==> src/design/clkgen_cfg_pkg.sv <==
// package: offsets, fields, defaults and states of the clock generator bank
package clkgen_cfg_pkg;

    // ==========================================================
    // byte offsets of the configuration bank
    localparam logic [7:0] OFS_GATE = 8'h00; // output_gate_control
    localparam logic [7:0] OFS_SPREAD = 8'h01; // spread_and_swing_control
    localparam logic [7:0] OFS_EDGE = 8'h02; // diff_edge_rate_control
    localparam logic [7:0] OFS_REF = 8'h03; // reference_output_control
    localparam logic [7:0] OFS_IDENT = 8'h05; // revision_and_maker_code
    localparam logic [7:0] OFS_CLASS = 8'h06; // device_class_and_code
    localparam logic [7:0] OFS_LEN = 8'h07; // readback_length
    localparam logic [7:0] OFS_STOP = 8'h0b; // stop-state byte

    // ==========================================================
    // field positions
    localparam int POS_PIN_LO = 6; // spread_pin_readback bits 7:6
    localparam int POS_OVR = 5; // spread_software_override
    localparam int POS_SWAMT_LO = 3; // spread_software_amount bits 4:3
    localparam int POS_AMP_LO = 0; // amplitude bits 1:0
    localparam int POS_REFRATE_LO = 6; // reference edge rate bits 7:6
    localparam int POS_REFWAKE = 5; // reference runs in power-down
    localparam int POS_REFEN = 4; // reference enable

    // ==========================================================
    // values after reset
    localparam logic [3:0] RST_GATE = 4'hf;
    localparam logic RST_OVR = 1'b0;
    localparam logic [1:0] RST_SWAMT = 2'h0;
    localparam logic [1:0] RST_AMP = 2'h2;
    localparam logic [3:0] RST_EDGE = 4'hf;
    localparam logic [1:0] RST_REFRATE = 2'h1;
    localparam logic RST_REFWAKE = 1'b0;
    localparam logic RST_REFEN = 1'b1;
    localparam logic [4:0] RST_LEN = 5'h08;
    localparam logic [1:0] RST_STOP = 2'h0;

    // identity codes: values are arbitrary
    localparam logic [3:0] REVISION_CODE = 4'h3;
    localparam logic [3:0] MAKER_CODE = 4'h5;
    localparam logic [1:0] CLASS_CODE = 2'h2;
    localparam logic [5:0] PART_CODE = 6'h2a;

    // serial address of this device, arbitrary default
    localparam logic [6:0] SLAVE_ADDR = 7'h50;

    // ==========================================================
    // bit counter values of the serial byte engine
    localparam logic [3:0] BIT_LAST = 4'h7;
    localparam logic [3:0] BIT_ACK = 4'h8;
    localparam logic [7:0] IDLE_BYTE = 8'hff; // released bus reads as ones

    // ==========================================================
    // transaction states
    typedef enum logic [2:0] {
        ST_IDLE = 3'b000,
        ST_ADDR = 3'b001,
        ST_INDEX = 3'b010,
        ST_COUNT = 3'b011,
        ST_WDATA = 3'b100,
        ST_RDATA = 3'b101,
        ST_IGNORE = 3'b110
    } xfer_state_t;

endpackage

==> src/design/smbus_byte_link.sv <==
// serial byte engine: start/stop detection, byte shifting, acknowledge slot
`timescale 1ns/1ps
module smbus_byte_link
    import clkgen_cfg_pkg::*;
(
    input wire logic ref_clk,
    input wire logic rst,
    input wire logic scl,
    input wire logic sdaIn,
    output logic sdaOut,
    output logic sdaOe,
    input wire logic ackEn,
    input wire logic txMode,
    input wire logic [7:0] txByte,
    output logic startSeen,
    output logic stopSeen,
    output logic byteDone,
    output logic [7:0] rxByte,
    output logic ackSeen,
    output logic hostAck
);

    typedef struct packed {
        logic sclQ;
        logic sdaQ;
        logic active;
        logic [3:0] bitCnt;
        logic [7:0] shift;
        logic drive;
        logic byteDone;
        logic ackSeen;
        logic hostAck;
    } link_t;

    link_t q, d;
    logic sclRise, sclFall;

    // ==========================================================
    // bus events, taken from the previous sample of each line
    assign sclRise = scl && !q.sclQ;
    assign sclFall = !scl && q.sclQ;
    assign startSeen = scl && q.sclQ && q.sdaQ && !sdaIn;
    assign stopSeen = scl && q.sclQ && !q.sdaQ && sdaIn;

    // next state; data moves only on clock falls so the host
    // never sees sda change while scl is high
    always_comb begin
        d = q;
        d.sclQ = scl;
        d.sdaQ = sdaIn;
        d.byteDone = 1'b0;
        d.ackSeen = 1'b0;
        if (startSeen) begin
            d.active = 1'b1;
            d.bitCnt = 4'h0;
            d.drive = 1'b0;
        end else if (stopSeen) begin
            d.active = 1'b0;
            d.drive = 1'b0;
        end else if (q.active && sclRise) begin
            if (q.bitCnt == BIT_ACK) begin
                d.ackSeen = 1'b1;
                d.hostAck = !sdaIn;
                d.bitCnt = 4'h0;
            end else begin
                d.shift = {q.shift[6:0], sdaIn};
                d.bitCnt = q.bitCnt + 4'h1;
                d.byteDone = (q.bitCnt == BIT_LAST);
            end
        end else if (q.active && sclFall) begin
            if (q.bitCnt == BIT_ACK) begin
                d.drive = ackEn;
            end else begin
                d.drive = txMode && !txByte[3'(BIT_LAST - q.bitCnt)];
            end
        end
    end

    always_ff @(posedge ref_clk) begin
        if (rst) begin
            q <= '0;
            q.sclQ <= 1'b1;
            q.sdaQ <= 1'b1;
        end else begin
            q <= d;
        end
    end

    assign sdaOut = 1'b0; // open drain: only ever pulls low
    assign sdaOe = q.drive;
    assign byteDone = q.byteDone;
    assign rxByte = q.shift;
    assign ackSeen = q.ackSeen;
    assign hostAck = q.hostAck;

endmodule // smbus_byte_link

==> src/design/clock_gen_config_bytes.sv <==
// configuration byte bank of the differential clock generator
//
// Behaviour
// - gate bits 3:0 default 1; 1 follows enable pin, 0 forces stop state
// - byte 1 bits 7:6 read back latched spread pin: 00, 01, 11
// - software spread field acts only while override bit 5 is set
// - software spread 00 off, 01 -0.25%, 10 reserved, 11 -0.5%; default 00
// - amplitude 00 0.6V, 01 0.68V, 10 0.75V, 11 0.85V; default 10
// - per-output edge rate bits, 0 slow, 1 fast, default 1
// - reference: edge rate default 01, wake bit default 0, enable default 1
// - byte 5 read-only: revision high nibble, maker code low nibble
// - byte 6 read-only: class code bits 7:6, part code bits 5:0
// - byte 7 bits 4:0 set block read length, default 8
// - bytes 4, 8, 9 and reserved bits have no function
// - stop state: 00 low/low, 01 hi-z, 10 high/low, 11 low/high
// - block write: index, count, then data bytes; every byte acknowledged
// - block read: index, restart, count byte then data; host nack ends
`timescale 1ns/1ps
module clock_gen_config_bytes
    import clkgen_cfg_pkg::*;
(
    input wire logic ref_clk,
    input wire logic rst,
    input wire logic scl,
    input wire logic sdaIn,
    output logic sdaOut,
    output logic sdaOe,
    input wire logic [1:0] spreadPinLevel,
    input wire logic [3:0] outEnPin_n,
    output logic [3:0] diffRun,
    output logic [1:0] diffStopState,
    output logic [1:0] spreadAmount,
    output logic [1:0] ampSelect,
    output logic [3:0] diffEdgeFast,
    output logic [1:0] refEdgeRate,
    output logic refWake,
    output logic refEnable
);

    typedef struct packed {
        xfer_state_t state;
        logic [7:0] idx;
        logic [4:0] remain;
        logic txMode;
        logic [7:0] txByte;
        logic [3:0] gate;
        logic spreadOvr;
        logic [1:0] spreadSw;
        logic [1:0] amp;
        logic [3:0] edgeSel;
        logic [1:0] refRate;
        logic refWakeEn;
        logic refOn;
        logic [4:0] lenField;
        logic [1:0] stopSel;
        logic [1:0] pinLatch;
        logic latchDone;
        logic [3:0] diffRun;
        logic [1:0] spreadAmt;
    } bank_t;

    bank_t q, d;
    logic startSeen, stopSeen, byteDone, ackSeen, hostAck, ackEn;
    logic [7:0] rxByte;

    // ==========================================================
    // serial byte engine
    smbus_byte_link u_link (
        .ref_clk(ref_clk),
        .rst(rst),
        .scl(scl),
        .sdaIn(sdaIn),
        .sdaOut(sdaOut),
        .sdaOe(sdaOe),
        .ackEn(ackEn),
        .txMode(q.txMode),
        .txByte(q.txByte),
        .startSeen(startSeen),
        .stopSeen(stopSeen),
        .byteDone(byteDone),
        .rxByte(rxByte),
        .ackSeen(ackSeen),
        .hostAck(hostAck)
    );

    // ==========================================================
    // read view of the bank; unmapped bytes read zero
    function automatic logic [7:0] read_byte(input bank_t b,
                                             input logic [7:0] a);
        logic [7:0] r;
        r = 8'h00;
        case (a)
            OFS_GATE: r = {4'h0, b.gate};
            OFS_SPREAD: r = {b.pinLatch, b.spreadOvr, b.spreadSw, 1'b0,
                             b.amp};
            OFS_EDGE: r = {4'h0, b.edgeSel};
            OFS_REF: r = {b.refRate, b.refWakeEn, b.refOn, 4'h0};
            OFS_IDENT: r = {REVISION_CODE, MAKER_CODE};
            OFS_CLASS: r = {CLASS_CODE, PART_CODE};
            OFS_LEN: r = {3'h0, b.lenField};
            OFS_STOP: r = {6'h00, b.stopSel};
            default: r = 8'h00;
        endcase
        return r;
    endfunction

    // device acknowledges each byte it takes in, never its own data
    assign ackEn = !q.txMode && (q.state == ST_INDEX || q.state == ST_COUNT
                   || q.state == ST_WDATA || q.state == ST_RDATA);

    // ==========================================================
    // transaction sequencing and register writes
    always_comb begin
        d = q;
        if (!q.latchDone) begin
            d.pinLatch = spreadPinLevel;
            d.latchDone = 1'b1;
        end
        if (startSeen) begin
            d.state = ST_ADDR;
            d.txMode = 1'b0;
        end else if (stopSeen) begin
            d.state = ST_IDLE;
            d.txMode = 1'b0;
        end else if (byteDone) begin
            case (q.state)
                ST_ADDR: begin
                    if (rxByte[7:1] != SLAVE_ADDR) begin
                        d.state = ST_IGNORE;
                    end else if (rxByte[0]) begin
                        d.state = ST_RDATA;
                    end else begin
                        d.state = ST_INDEX;
                    end
                end
                ST_INDEX: begin
                    d.idx = rxByte;
                    d.state = ST_COUNT;
                end
                ST_COUNT: begin
                    d.remain = rxByte[4:0];
                    d.state = ST_WDATA;
                end
                ST_WDATA: begin
                    // bytes past the announced count are taken but dropped
                    if (q.remain != 5'h00) begin
                        d.remain = q.remain - 5'h01;
                        d.idx = q.idx + 8'h01;
                        case (q.idx)
                            OFS_GATE: d.gate = rxByte[3:0];
                            OFS_SPREAD: begin
                                // bits 7:6 mirror the pin and stay put
                                d.spreadOvr = rxByte[POS_OVR];
                                d.spreadSw =
                                    rxByte[POS_SWAMT_LO +: 2];
                                d.amp = rxByte[POS_AMP_LO +: 2];
                            end
                            OFS_EDGE: d.edgeSel = rxByte[3:0];
                            OFS_REF: begin
                                d.refRate = rxByte[POS_REFRATE_LO +: 2];
                                d.refWakeEn = rxByte[POS_REFWAKE];
                                d.refOn = rxByte[POS_REFEN];
                            end
                            OFS_LEN: d.lenField = rxByte[4:0];
                            OFS_STOP: d.stopSel = rxByte[1:0];
                            default: d.idx = q.idx + 8'h01;
                        endcase
                    end
                end
                default: d.state = q.state;
            endcase
        end else if (ackSeen && q.state == ST_RDATA) begin
            if (!q.txMode) begin
                // address acknowledged: count byte goes out first
                d.txMode = 1'b1;
                d.txByte = {3'h0, q.lenField};
                d.remain = q.lenField;
            end else if (!hostAck) begin
                d.txMode = 1'b0;
                d.state = ST_IGNORE;
            end else if (q.remain != 5'h00) begin
                d.txByte = read_byte(q, q.idx);
                d.idx = q.idx + 8'h01;
                d.remain = q.remain - 5'h01;
            end else begin
                d.txByte = IDLE_BYTE;
            end
        end
        // outputs registered so the analog side sees clean levels
        d.diffRun = q.gate & ~outEnPin_n;
        d.spreadAmt = q.spreadOvr ? q.spreadSw : q.pinLatch;
    end

    always_ff @(posedge ref_clk) begin
        if (rst) begin
            q <= '0;
            q.state <= ST_IDLE;
            q.gate <= RST_GATE;
            q.spreadOvr <= RST_OVR;
            q.spreadSw <= RST_SWAMT;
            q.amp <= RST_AMP;
            q.edgeSel <= RST_EDGE;
            q.refRate <= RST_REFRATE;
            q.refWakeEn <= RST_REFWAKE;
            q.refOn <= RST_REFEN;
            q.lenField <= RST_LEN;
            q.stopSel <= RST_STOP;
        end else begin
            q <= d;
        end
    end

    assign diffRun = q.diffRun;
    assign diffStopState = q.stopSel;
    assign spreadAmount = q.spreadAmt;
    assign ampSelect = q.amp;
    assign diffEdgeFast = q.edgeSel;
    assign refEdgeRate = q.refRate;
    assign refWake = q.refWakeEn;
    assign refEnable = q.refOn;

    // ==========================================================
    // checks
    AST_GATE_FORCES_STOP: assert property (
        @(posedge ref_clk) disable iff (rst)
        !q.gate[0] |=> !diffRun[0])
        else $error("gated output still runs");
    AST_PIN_HELD: assert property (
        @(posedge ref_clk) disable iff (rst)
        q.latchDone |=> $stable(q.pinLatch))
        else $error("spread pin readback changed");
    // output lags the latch by a cycle, so wait for the latch first
    AST_PIN_SPREAD: assert property (
        @(posedge ref_clk) disable iff (rst)
        (q.latchDone && !q.spreadOvr) ##1 !q.spreadOvr
        |-> spreadAmount == q.pinLatch)
        else $error("spread not under pin control");
    AST_SW_SPREAD: assert property (
        @(posedge ref_clk) disable iff (rst)
        q.spreadOvr ##1 $stable(q.spreadSw) |-> spreadAmount == q.spreadSw)
        else $error("software spread not applied");
    AST_RESET_VALUES: assert property (
        @(posedge ref_clk)
        rst |=> ampSelect == RST_AMP && diffEdgeFast == RST_EDGE
        && refEdgeRate == RST_REFRATE && refEnable == RST_REFEN
        && refWake == RST_REFWAKE && q.lenField == RST_LEN
        && diffStopState == RST_STOP)
        else $error("wrong value after reset");
    AST_COUNT_FIRST: assert property (
        @(posedge ref_clk) disable iff (rst)
        ackSeen && q.state == ST_RDATA && !q.txMode
        |=> q.txMode && q.txByte == {3'h0, q.lenField})
        else $error("block read did not start with count");
    AST_NACK_ENDS: assert property (
        @(posedge ref_clk) disable iff (rst)
        ackSeen && !hostAck && q.txMode && !startSeen && !stopSeen
        |=> !q.txMode && !ackEn)
        else $error("read kept going after nack");
    // a foreign or finished transfer never sees this device pull sda
    AST_NO_ACK_IDLE: assert property (
        @(posedge ref_clk) disable iff (rst)
        q.state == ST_IGNORE || q.state == ST_IDLE |=> !$rose(sdaOe))
        else $error("acknowledge for foreign transfer");

endmodule // clock_gen_config_bytes

==> config.mk <==
export PLATFORM = sky130hd
export DESIGN_NAME = clock_gen_config_bytes
export DESIGN_NICKNAME = d
export VERILOG_FILES = /design/src/design/clkgen_cfg_pkg.sv /design/src/design/smbus_byte_link.sv /design/src/design/clock_gen_config_bytes.sv
export SDC_FILE = /design/constraint.sdc
export NUM_CORES = 1
export LEC_CHECK = 0
export ABC_CLOCK_PERIOD_IN_PS = 2800
export BUFFER_PORTS_ARGS = -buffer_cell sky130_fd_sc_hd__buf_2
export CAP_MARGIN = 20
export CORE_MARGIN = 2
export CORE_UTILIZATION = 58
export CTS_CLUSTER_DIAMETER = 150
export DETAILED_ROUTE_END_ITERATION = 7
export PLACE_DENSITY_LB_ADDON = 0.15
export SYNTH_ARGS = -nofsm -noshare
export SYNTH_HDL_FRONTEND = slang
export SYNTH_SLANG_ARGS = --single-unit
==> constraint.sdc <==
create_clock -name ref_clk -period 2.8 [get_ports ref_clk]
set_input_delay 0.42 -clock ref_clk [delete_from_list [all_inputs] [get_ports ref_clk]]
set_output_delay 0.42 -clock ref_clk [all_outputs]
set_load 0.02 [all_outputs]
# [Word level (Yosys, flattened, before mapping)]
# Cells that the tools add are included.
[op_classes] n_lt_le_gt_ge=1 n_eq_ne=23 muxes=29 addsub=4 reduce_logical=49 bitwise_logic=7
[op_table] operator="one-hot mux 8 bit (8 select lines)" n=1
[op_table] operator="AND reduction 6 bit" n=7
[op_table] operator="two-way mux 13 bit" n=2
[op_table] operator="two-way mux 25 bit" n=1
[op_table] operator="== test 8 x 3 -> 1 bit, second input constant" n=3
[op_table] operator="two-way mux 12 bit" n=2
[op_table] operator="two-way mux 8 bit" n=3
[op_table] operator="== test 8 x 2 -> 1 bit, second input constant" n=2
[op_table] operator="two-way mux 16 bit" n=1
[op_table] operator="one-hot mux 8 bit (2 select lines)" n=1
[op_table] operator="AND reduction 4 bit" n=4
[op_table] operator="two-way mux 14 bit" n=1
[op_table] operator="logical AND 1 bit" n=12
[op_table] operator="two-way mux 11 bit" n=1
[op_table] operator="one-hot mux 5 bit (2 select lines)" n=1
[op_table] operator="AND reduction 5 bit" n=2
[op_table] operator="two-way mux 3 bit" n=3
[op_table] operator="one-hot mux 3 bit (3 select lines)" n=1
[op_table] operator="adder 8 x 1 -> 8 bit, second input constant" n=1
[op_table] operator="== test 8 x 1 -> 1 bit, second input constant" n=1
[op_table] operator="== test 8 x 4 -> 1 bit, second input constant" n=1
[op_table] operator="logical NOT 8 bit" n=1
[op_table] operator="nonzero test 2 bit" n=4
[op_table] operator="nonzero test 4 bit" n=2
[op_table] operator="32 further kinds" n=55
[totals] out_inout_bits=20 register_bits=77 in_bits=10

# [Depth between registers and ports, before layout]
# Gate-level depths: netlist of the first run.
[depth] depth_word=9 depth_mapped=9

# [Hierarchy]
# From an unflattened synthesis of the first run, not the netlist that was laid out.
[unflattened] hier_cells=489 hier_area_um2=4169.0
[by_module_without_submodules] module="clock_gen_config_bytes" instances=1 seq_area_each_um2=1161.1 area_per_inst_um2=3260.6 cells_each=385
[by_module_without_submodules] module="smbus_byte_link" instances=1 seq_area_each_um2=380.4 area_per_inst_um2=908.4 cells_each=104

# [Least setup slack after synthesis of the first run]
# Ideal clock, no wire load.
[synth_timing] path_kind="reg-to-reg" start="reg q[42] (netlist name)" end="reg q, in the netlist refEnable" setup_ns=0.129 path_slack_ns=0.848 n_path_buf=2 t_arrival_ns=1.823 period_less_slack_ns=1.952 stages_incl_launch_ff=10 t_required_ns=2.671 path_cell_list="dfxtp_1 > inv_1 > ha_1 > or4b_2 > clkbuf_1 > nand2_1 > or4_4 > buf_6 > mux2i_1 > nand2_1"
[synth_between] elab_chain_cells=2
[synth_lines] element="start, declared" line="clock_gen_config_bytes.sv:62" source="bank_t q, d;"
[synth_lines] element="nonzero test 5 bit" line="clock_gen_config_bytes.sv:146" source="if (q.remain != 5'h00) begin"
[synth_lines] element="AND reduction 6 bit (no source line)"
# No other way between the ends.
# A chain may end at the register's enable or synchronous reset.

# [Worst setup path after layout of the first run]
[layout_timing] start="reg q[55] (netlist name)" end="reg q[46] (netlist name)"
[layout_between] elab_chain_cells=4
[layout_lines] element="== test 3 bit" line="clock_gen_config_bytes.sv:172" source="end else if (ackSeen && q.state == ST_RDATA) begin"
[layout_lines] element="logical AND 1 bit" line="clock_gen_config_bytes.sv:172"
[layout_lines] element="nonzero test 2 bit (no source line)"
[layout_lines] element="AND reduction 5 bit (no source line)"
# Several ways; a longest one is shown, not always the timed one.

==> impl_metrics.json, run 1 <==
{
  "status": "finished clean",
  "power.density_nw_per_um2": 453,
  "num_rows": 30,
  "critPathRequiredTime_ps": 3050,
  "hold_buffers": 0,
  "nFillCells": 610,
  "comb_power_share": 0.040,
  "die_h_um": 88.5,
  "post-route-util": 0.638,
  "areaGrowthSynthToFinish_pct": 5.80,
  "cts_resized": 0,
  "startpoint_type": "flop",
  "syn_area_per_cell_um2": 8.73,
  "final_antenna_net_count": 0,
  "finClkSkew_ps": 9.88,
  "core_region_area_um2": 6870,
  "slowest_stage": "or3b_1",
  "dpl.hpwl_um": 7120,
  "via_per_inst": 6.08,
  "fmaxAchievable_ghz": 0.464,
  "end_kind": "flop",
  "wl_per_cell_um": 17.6,
  "ys_seq_area_frac": 0.372,
  "seq_area_um2": 1540,
  "crit_chain": "or3b_1 > o211a_1 > nor4_4 > o211ai_1 > o221a_2",
  "grt_pass1_vias": 3081,
  "synth_fp_nets": 491,
  "switching_power_mw": 0.483,
  "drt_iter0_drc": 265,
  "yosysWarningCount": 0,
  "start_util": 0.603,
  "io_pins": 30,
  "clk_pin_slew_ps": 80,
  "clk_path_buf_depth": 2,
  "relSlewSlack": 0.465,
  "layout_common_cells": "dfxtp_1 (77), nor2_1 (48), a21oi_1 (37), mux2i_1 (32), nand2_1 (29)",
  "antenna_found_initial": 0,
  "slew_viol_final": 0,
  "first_pass_iters": 5,
  "die_w_um": 88.5,
  "grt_usage": 0.270,
  "cp_slowest_stage_delay_ps": 480,
  "power_leakage_nw": 1.58,
  "drv_cap": 0,
  "setup-violations-final": 0,
  "syn_area_um2": 4140,
  "grt_max_degree": 62,
  "fin_crit_ps": 2160,
  "yosysUniqueCellTypes": 72,
  "grt_overflow": 0,
  "timing.setup.tns_ps": 0,
  "cts_sinks": 77,
  "p_clk_frac": 0.397,
  "ys_async_sr_fraction": 0,
  "peakVddDrop_v": 0.000418,
  "portBuffers": 28,
  "path_class": "reg -> reg",
  "cts_tree": "built",
  "nNetsFinal": 489,
  "vias": 3486,
  "tightest_slew_ps": 801,
  "clock_latency_ps": 360,
  "synth-main-ff-cell": "dfxtp_1",
  "power.internal_mw": 1.50,
  "crit_family": "simple AND/OR/NAND/NOR gates",
  "place.gp.congestion": 0.930,
  "h-tree-depth": 3,
  "final_common_cell": "dfxtp_1",
  "hold_path.class": "in -> reg",
  "drt-total-wl_um": 10100,
  "finalCritPeriodShare": 0.770,
  "crit_fanout": 14,
  "arrival_ps": 2410,
  "yosys_register_bits": 77,
  "postCtsSetupBuffers": 0,
  "syn_inst": 474,
  "layout-drive-gt1-share": 0.149,
  "synth_edf_count": 0,
  "switching_share": 0.244,
  "crit_buf_inv": 0,
  "grt_pass1_wl_um": 16200,
  "dieArea_um2": 7830,
  "n_antenna_cell": 0,
  "seqPwrFrac": 0.563,
  "cts_made_buffers": 9,
  "drc_errors": 0,
  "multiInputGateArea_um2": 2300,
  "hold_viol_final": 0,
  "cts_root_buf": "clkbuf_8",
  "rsz0062_at_grt": "no"
}
==> cell families (layout without fill, tap and decap cells) <==
family | after synthesis | in the layout | synth area share
xor+xnor | 3 | 3 | 0.00635
mux | 34 | 34 | 0.0882
simple gates | 167 | 167 | 0.238
flops | 77 | 77 | 0.372
fa+ha+maj | 7 | 7 | 0.0212
other cells | 1 | 1 | 0.000906
buf+inv | 61 | 64 | 0.0731
compound gates | 124 | 124 | 0.199
==> synthesized netlist by cell type (5+ instances only) <==
cell / n / share of area
nor3_1: 13 / 0.016
mux2i_1: 32 / 0.077
nor2b_1: 8 / 0.012
a21oi_1: 37 / 0.045
inv_1: 14 / 0.013
ha_1: 7 / 0.021
a221oi_1: 7 / 0.015
buf_4: 17 / 0.031
nand2_1: 29 / 0.026
nand2b_1: 6 / 0.0091
dfxtp_1: 77 / 0.37
or3_1: 5 / 0.0076
o21ai_1: 5 / 0.0060
nor3b_1: 7 / 0.013
a31oi_1: 6 / 0.0091
nand3_1: 7 / 0.0085
nor2_1: 48 / 0.044
and3b_1: 6 / 0.013
a22oi_1: 5 / 0.0091
o22ai_1: 6 / 0.0091
clkbuf_1: 25 / 0.023
o21ai_0: 19 / 0.023
==> layer usage <==
layer / routed length [um] / vias up / GRT usage / part of all wire
met3: 565 / 19 / 0.0466 / 0.056
met5: 0 / - / 0 / 0
met2: 4570 / 110 / 0.401 / 0.45
met1: 4760 / 1654 / 0.389 / 0.47
li1: - / 1703 / - / -
met4: 216 / 0 / 0.110 / 0.021
==> power groups by stage <==
stage | registers, mW | logic [mW] | clock network, mW
floorplan | 1.14 | 0.0638 | 0
global placement | 1.14 | 0.0787 | 0
detailed placement | 1.14 | 0.0797 | 0
CTS | 1.12 | 0.0796 | 0.801
global route | 1.12 | 0.0877 | 0.844
finish | 1.12 | 0.0800 | 0.788
==> worst register-to-register path: cells and delay by family, from the launching register on <==
family	cells	cell delay (ps)
flip-flops	1	440
AND/OR/NAND/NOR	2	950
AO/OA/AOI/OAI	3	660
==> area by class of cell <==
cell class / instances / area share
multi-input cells: 336 / 0.524
flip-flops and latches: 77 / 0.352
repair buffers: 34 / 0.0423
clock buffers: 11 / 0.0346
well taps: 96 / 0.0274
inverters: 14 / 0.0120
clock inverters: 5 / 0.00771
==> worst paths after layout <==
kind	start	endpoint	slack [ps]	depth (start not counted)
setup reg to reg	q[55]	q[46]	640	5
hold / removal	outEnPin_n[1]	diffRun[1]	220	2
hold reg to reg	q[39]	q[39]	470	1
setup / recovery	q[55]	q[46]	640	5
==> registers in the layout (all words and copies together) (netlist names) <==
| register | count |
|---|---|
| ampSelect | 2 |
| diffEdgeFast | 4 |
| diffRun | 4 |
| diffStopState | 2 |
| q | 40 |
| refEdgeRate | 2 |
| refEnable | 1 |
| refWake | 1 |
| spreadAmount | 2 |
| u_link.ackSeen | 1 |
| u_link.byteDone | 1 |
| u_link.hostAck | 1 |
| u_link.q | 7 |
| u_link.rxByte | 8 |
| u_link.sdaOe | 1 |
==> per-stage QoR <==
| step | instances | setup WS (ps) | power (mW) | cell area (um^2) | hold slack (ps) |
|---|---|---|---|---|---|
| 6_report | 573 | 644 | 1.98 | 4380 | 216 |
| 5_1_grt | 573 | 446 | 2.05 | 4380 | 219 |
| 4_1_cts | 573 | 679 | 2.00 | 4380 | 205 |
| 3_5_place_dp | 557 | 587 | 1.22 | 4200 | 450 |
| 3_3_place_gp | 557 | 650 | 1.22 | 4200 | 449 |
| 2_1_floorplan | 474 | 848 | 1.20 | 4140 | 427 |
Power figures use the tool's default switching activity.
==> inputs of run 2 (changes only) <==
Settings changed: ABC_AREA set to 1, ABC_CLOCK_PERIOD_IN_PS 2800 to 2200.
Clock period 2.8 ns to 2.2 ns, I/O delays scaled along.
==> impl_metrics.json, run 2 <==
{
  "status": "finished clean",
  "first_pass_iters": 6,
  "drc_errors": 0,
  "die_h_um": 87.4,
  "dpl.hpwl_um": 7380,
  "layout_common_cells": "nand2_1 (155), nor2_1 (83), dfxtp_1 (77), inv_1 (69), o21ai_0 (56)",
  "via_per_inst": 5.52,
  "hold_viol_final": 0,
  "drt_iter0_drc": 298,
  "cp_slowest_stage_delay_ps": 410,
  "synth-main-ff-cell": "dfxtp_1",
  "cts_sinks": 77,
  "power.density_nw_per_um2": 642,
  "grt_overflow": 0,
  "peakVddDrop_v": 0.000309,
  "core_region_area_um2": 6760,
  "drt-total-wl_um": 10100,
  "timing.setup.tns_ps": 0,
  "relSlewSlack": 0.632,
  "start_util": 0.597,
  "final_common_cell": "nand2_1",
  "fmaxAchievable_ghz": 0.521,
  "syn_area_per_cell_um2": 6.56,
  "vias": 3950,
  "synth_edf_count": 0,
  "worst_path_most_repeated_cell": "nand2_1",
  "finClkSkew_ps": 10.4,
  "slowest_stage": "dfxtp_1",
  "arrival_ps": 2160,
  "largest_register": "q",
  "clk_path_buf_depth": 2,
  "wl_per_cell_um": 14.0,
  "dieArea_um2": 7630,
  "finalCritPeriodShare": 0.873,
  "grt_max_degree": 56,
  "synth_top_area_cell": "dfxtp_1",
  "path_class": "reg -> reg",
  "postCtsSetupBuffers": 0,
  "crit_chain": "nand2_1 > nor2_4 > nand2_1 > nor3_4 > nand2_1 > o21ai_0 > a21oi_1",
  "tightest_slew_ps": 548,
  "synth_fp_nets": 632,
  "io_pins": 30,
  "slew_viol_final": 0,
  "crit_buf_inv": 0,
  "rsz0062_at_grt": "no",
  "largest_reg_flops": 40,
  "cts_root_buf": "clkbuf_8",
  "num_rows": 30,
  "cts_made_buffers": 9,
  "portBuffers": 28,
  "clk_pin_slew_ps": 80,
  "dr_wl_met3_um": 546,
  "grt_pass1_wl_um": 16300,
  "n_antenna_cell": 0,
  "fin_crit_ps": 1920,
  "hold_buffers": 0,
  "met1Wirelength_um": 4810,
  "setup-violations-final": 0,
  "dpl.cell_count": 700,
  "ys_seq_area_frac": 0.382,
  "yosysWarningCount": 0,
  "final_antenna_net_count": 0,
  "yosysUniqueCellTypes": 28,
  "layout-drive-gt1-share": 0.0912,
  "nFillCells": 626,
  "yosys_register_bits": 77,
  "antenna_found_initial": 0,
  "dp_slack_ps": 281,
  "startpoint_type": "flop",
  "nNetsFinal": 648,
  "end_kind": "flop",
  "place.gp.congestion": 0.950,
  "h-tree-depth": 3,
  "syn_inst": 615,
  "cts_tree": "built",
  "synthTopCellsByArea": "dfxtp_1 (38%), nand2_1 (14%), nor2_1 (7.7%)",
  "drv_cap": 0,
  "clock_latency_ps": 360,
  "cts_resized": 0,
  "route.met2.wl_um": 4510,
  "hold_path.class": "in -> reg",
  "grt_pass1_vias": 3429,
  "areaGrowthSynthToFinish_pct": 8.32,
  "crit_fanout": 8,
  "power_leakage_nw": 1.94,
  "final_cells": 716,
  "grt_usage": 0.275,
  "yosysMostFrequentCell": "nand2_1",
  "die_w_um": 87.4,
  "syn_area_um2": 4030,
  "setup_ws_ps": 279,
  "topRoutingLayerUsed": "met4",
  "crit_family": "simple AND/OR/NAND/NOR gates",
  "yosys-top-cells-count": "nand2_1 (155), nor2_1 (83), dfxtp_1 (77)",
  "critPathRequiredTime_ps": 2440,
  "synth_top_area_frac": 0.382,
  "ys_async_sr_fraction": 0
}
[run 2: path summary, 6_finish.rpt]
path                 startpoint  depth (start not counted)  slack [ps]        endpoint
setup / recovery          q[57]                          7         280  refEdgeRate[1]
hold / removal    outEnPin_n[1]                          2         110      diffRun[1]
setup reg to reg          q[57]                          7         280  refEdgeRate[1]
hold reg to reg           q[15]                          2         470           q[15]
[run 2: cells by family (layout without fill, tap and decap cells)]
group	after synthesis	count (layout)	share of synthesized area
AOI/OAI and AO/OA	121	121	0.160
and+or+nand+nor	303	303	0.311
DFF	77	77	0.382
other	1	1	0.000930
xor gates and xnor gates	4	4	0.00869
adders and majority gates	7	7	0.0217
buffers and inverters	102	123	0.116
[run 2: area by class of cell]
class | instances | area (um^2) | share of cell area
clock inverter | 6 | 111 | 0.0255
inverter | 72 | 270 | 0.0619
sequential | 77 | 1540 | 0.353
timing repair buffer | 35 | 193 | 0.0441
tap | 80 | 100 | 0.0229
multi-input combinational | 436 | 2020 | 0.463
clock buffer | 10 | 128 | 0.0292
[run 2: where the power goes]
part | leakage (nW) | internal [mW] | switching (mW) | total, mW
Sequential | 0.624 | 1.41 | 0.0125 | 1.42
Combinational | 1.20 | 0.0289 | 0.0675 | 0.0964
Clock | 0.116 | 0.754 | 0.533 | 1.29
[run 2: metal layers]
metal	vias to the layer above	global-route usage
li1	2002	-
met1	1805	0.386
met2	126	0.426
met3	17	0.0455
met4	0	0.0965
met5	-	0
[run 2: metrics by stage]
step | cell area, um^2 | util | hold WS, ps | power [mW]
2_1_floorplan | 4030 | - | 402 | 1.52
3_3_place_gp | 4130 | 0.611 | 451 | 1.55
3_5_place_dp | 4130 | 0.611 | 453 | 1.55
4_1_cts | 4370 | 0.646 | 111 | 2.82
5_1_grt | 4370 | 0.646 | 103 | 2.90
6_report | 4370 | 0.646 | 114 | 2.80
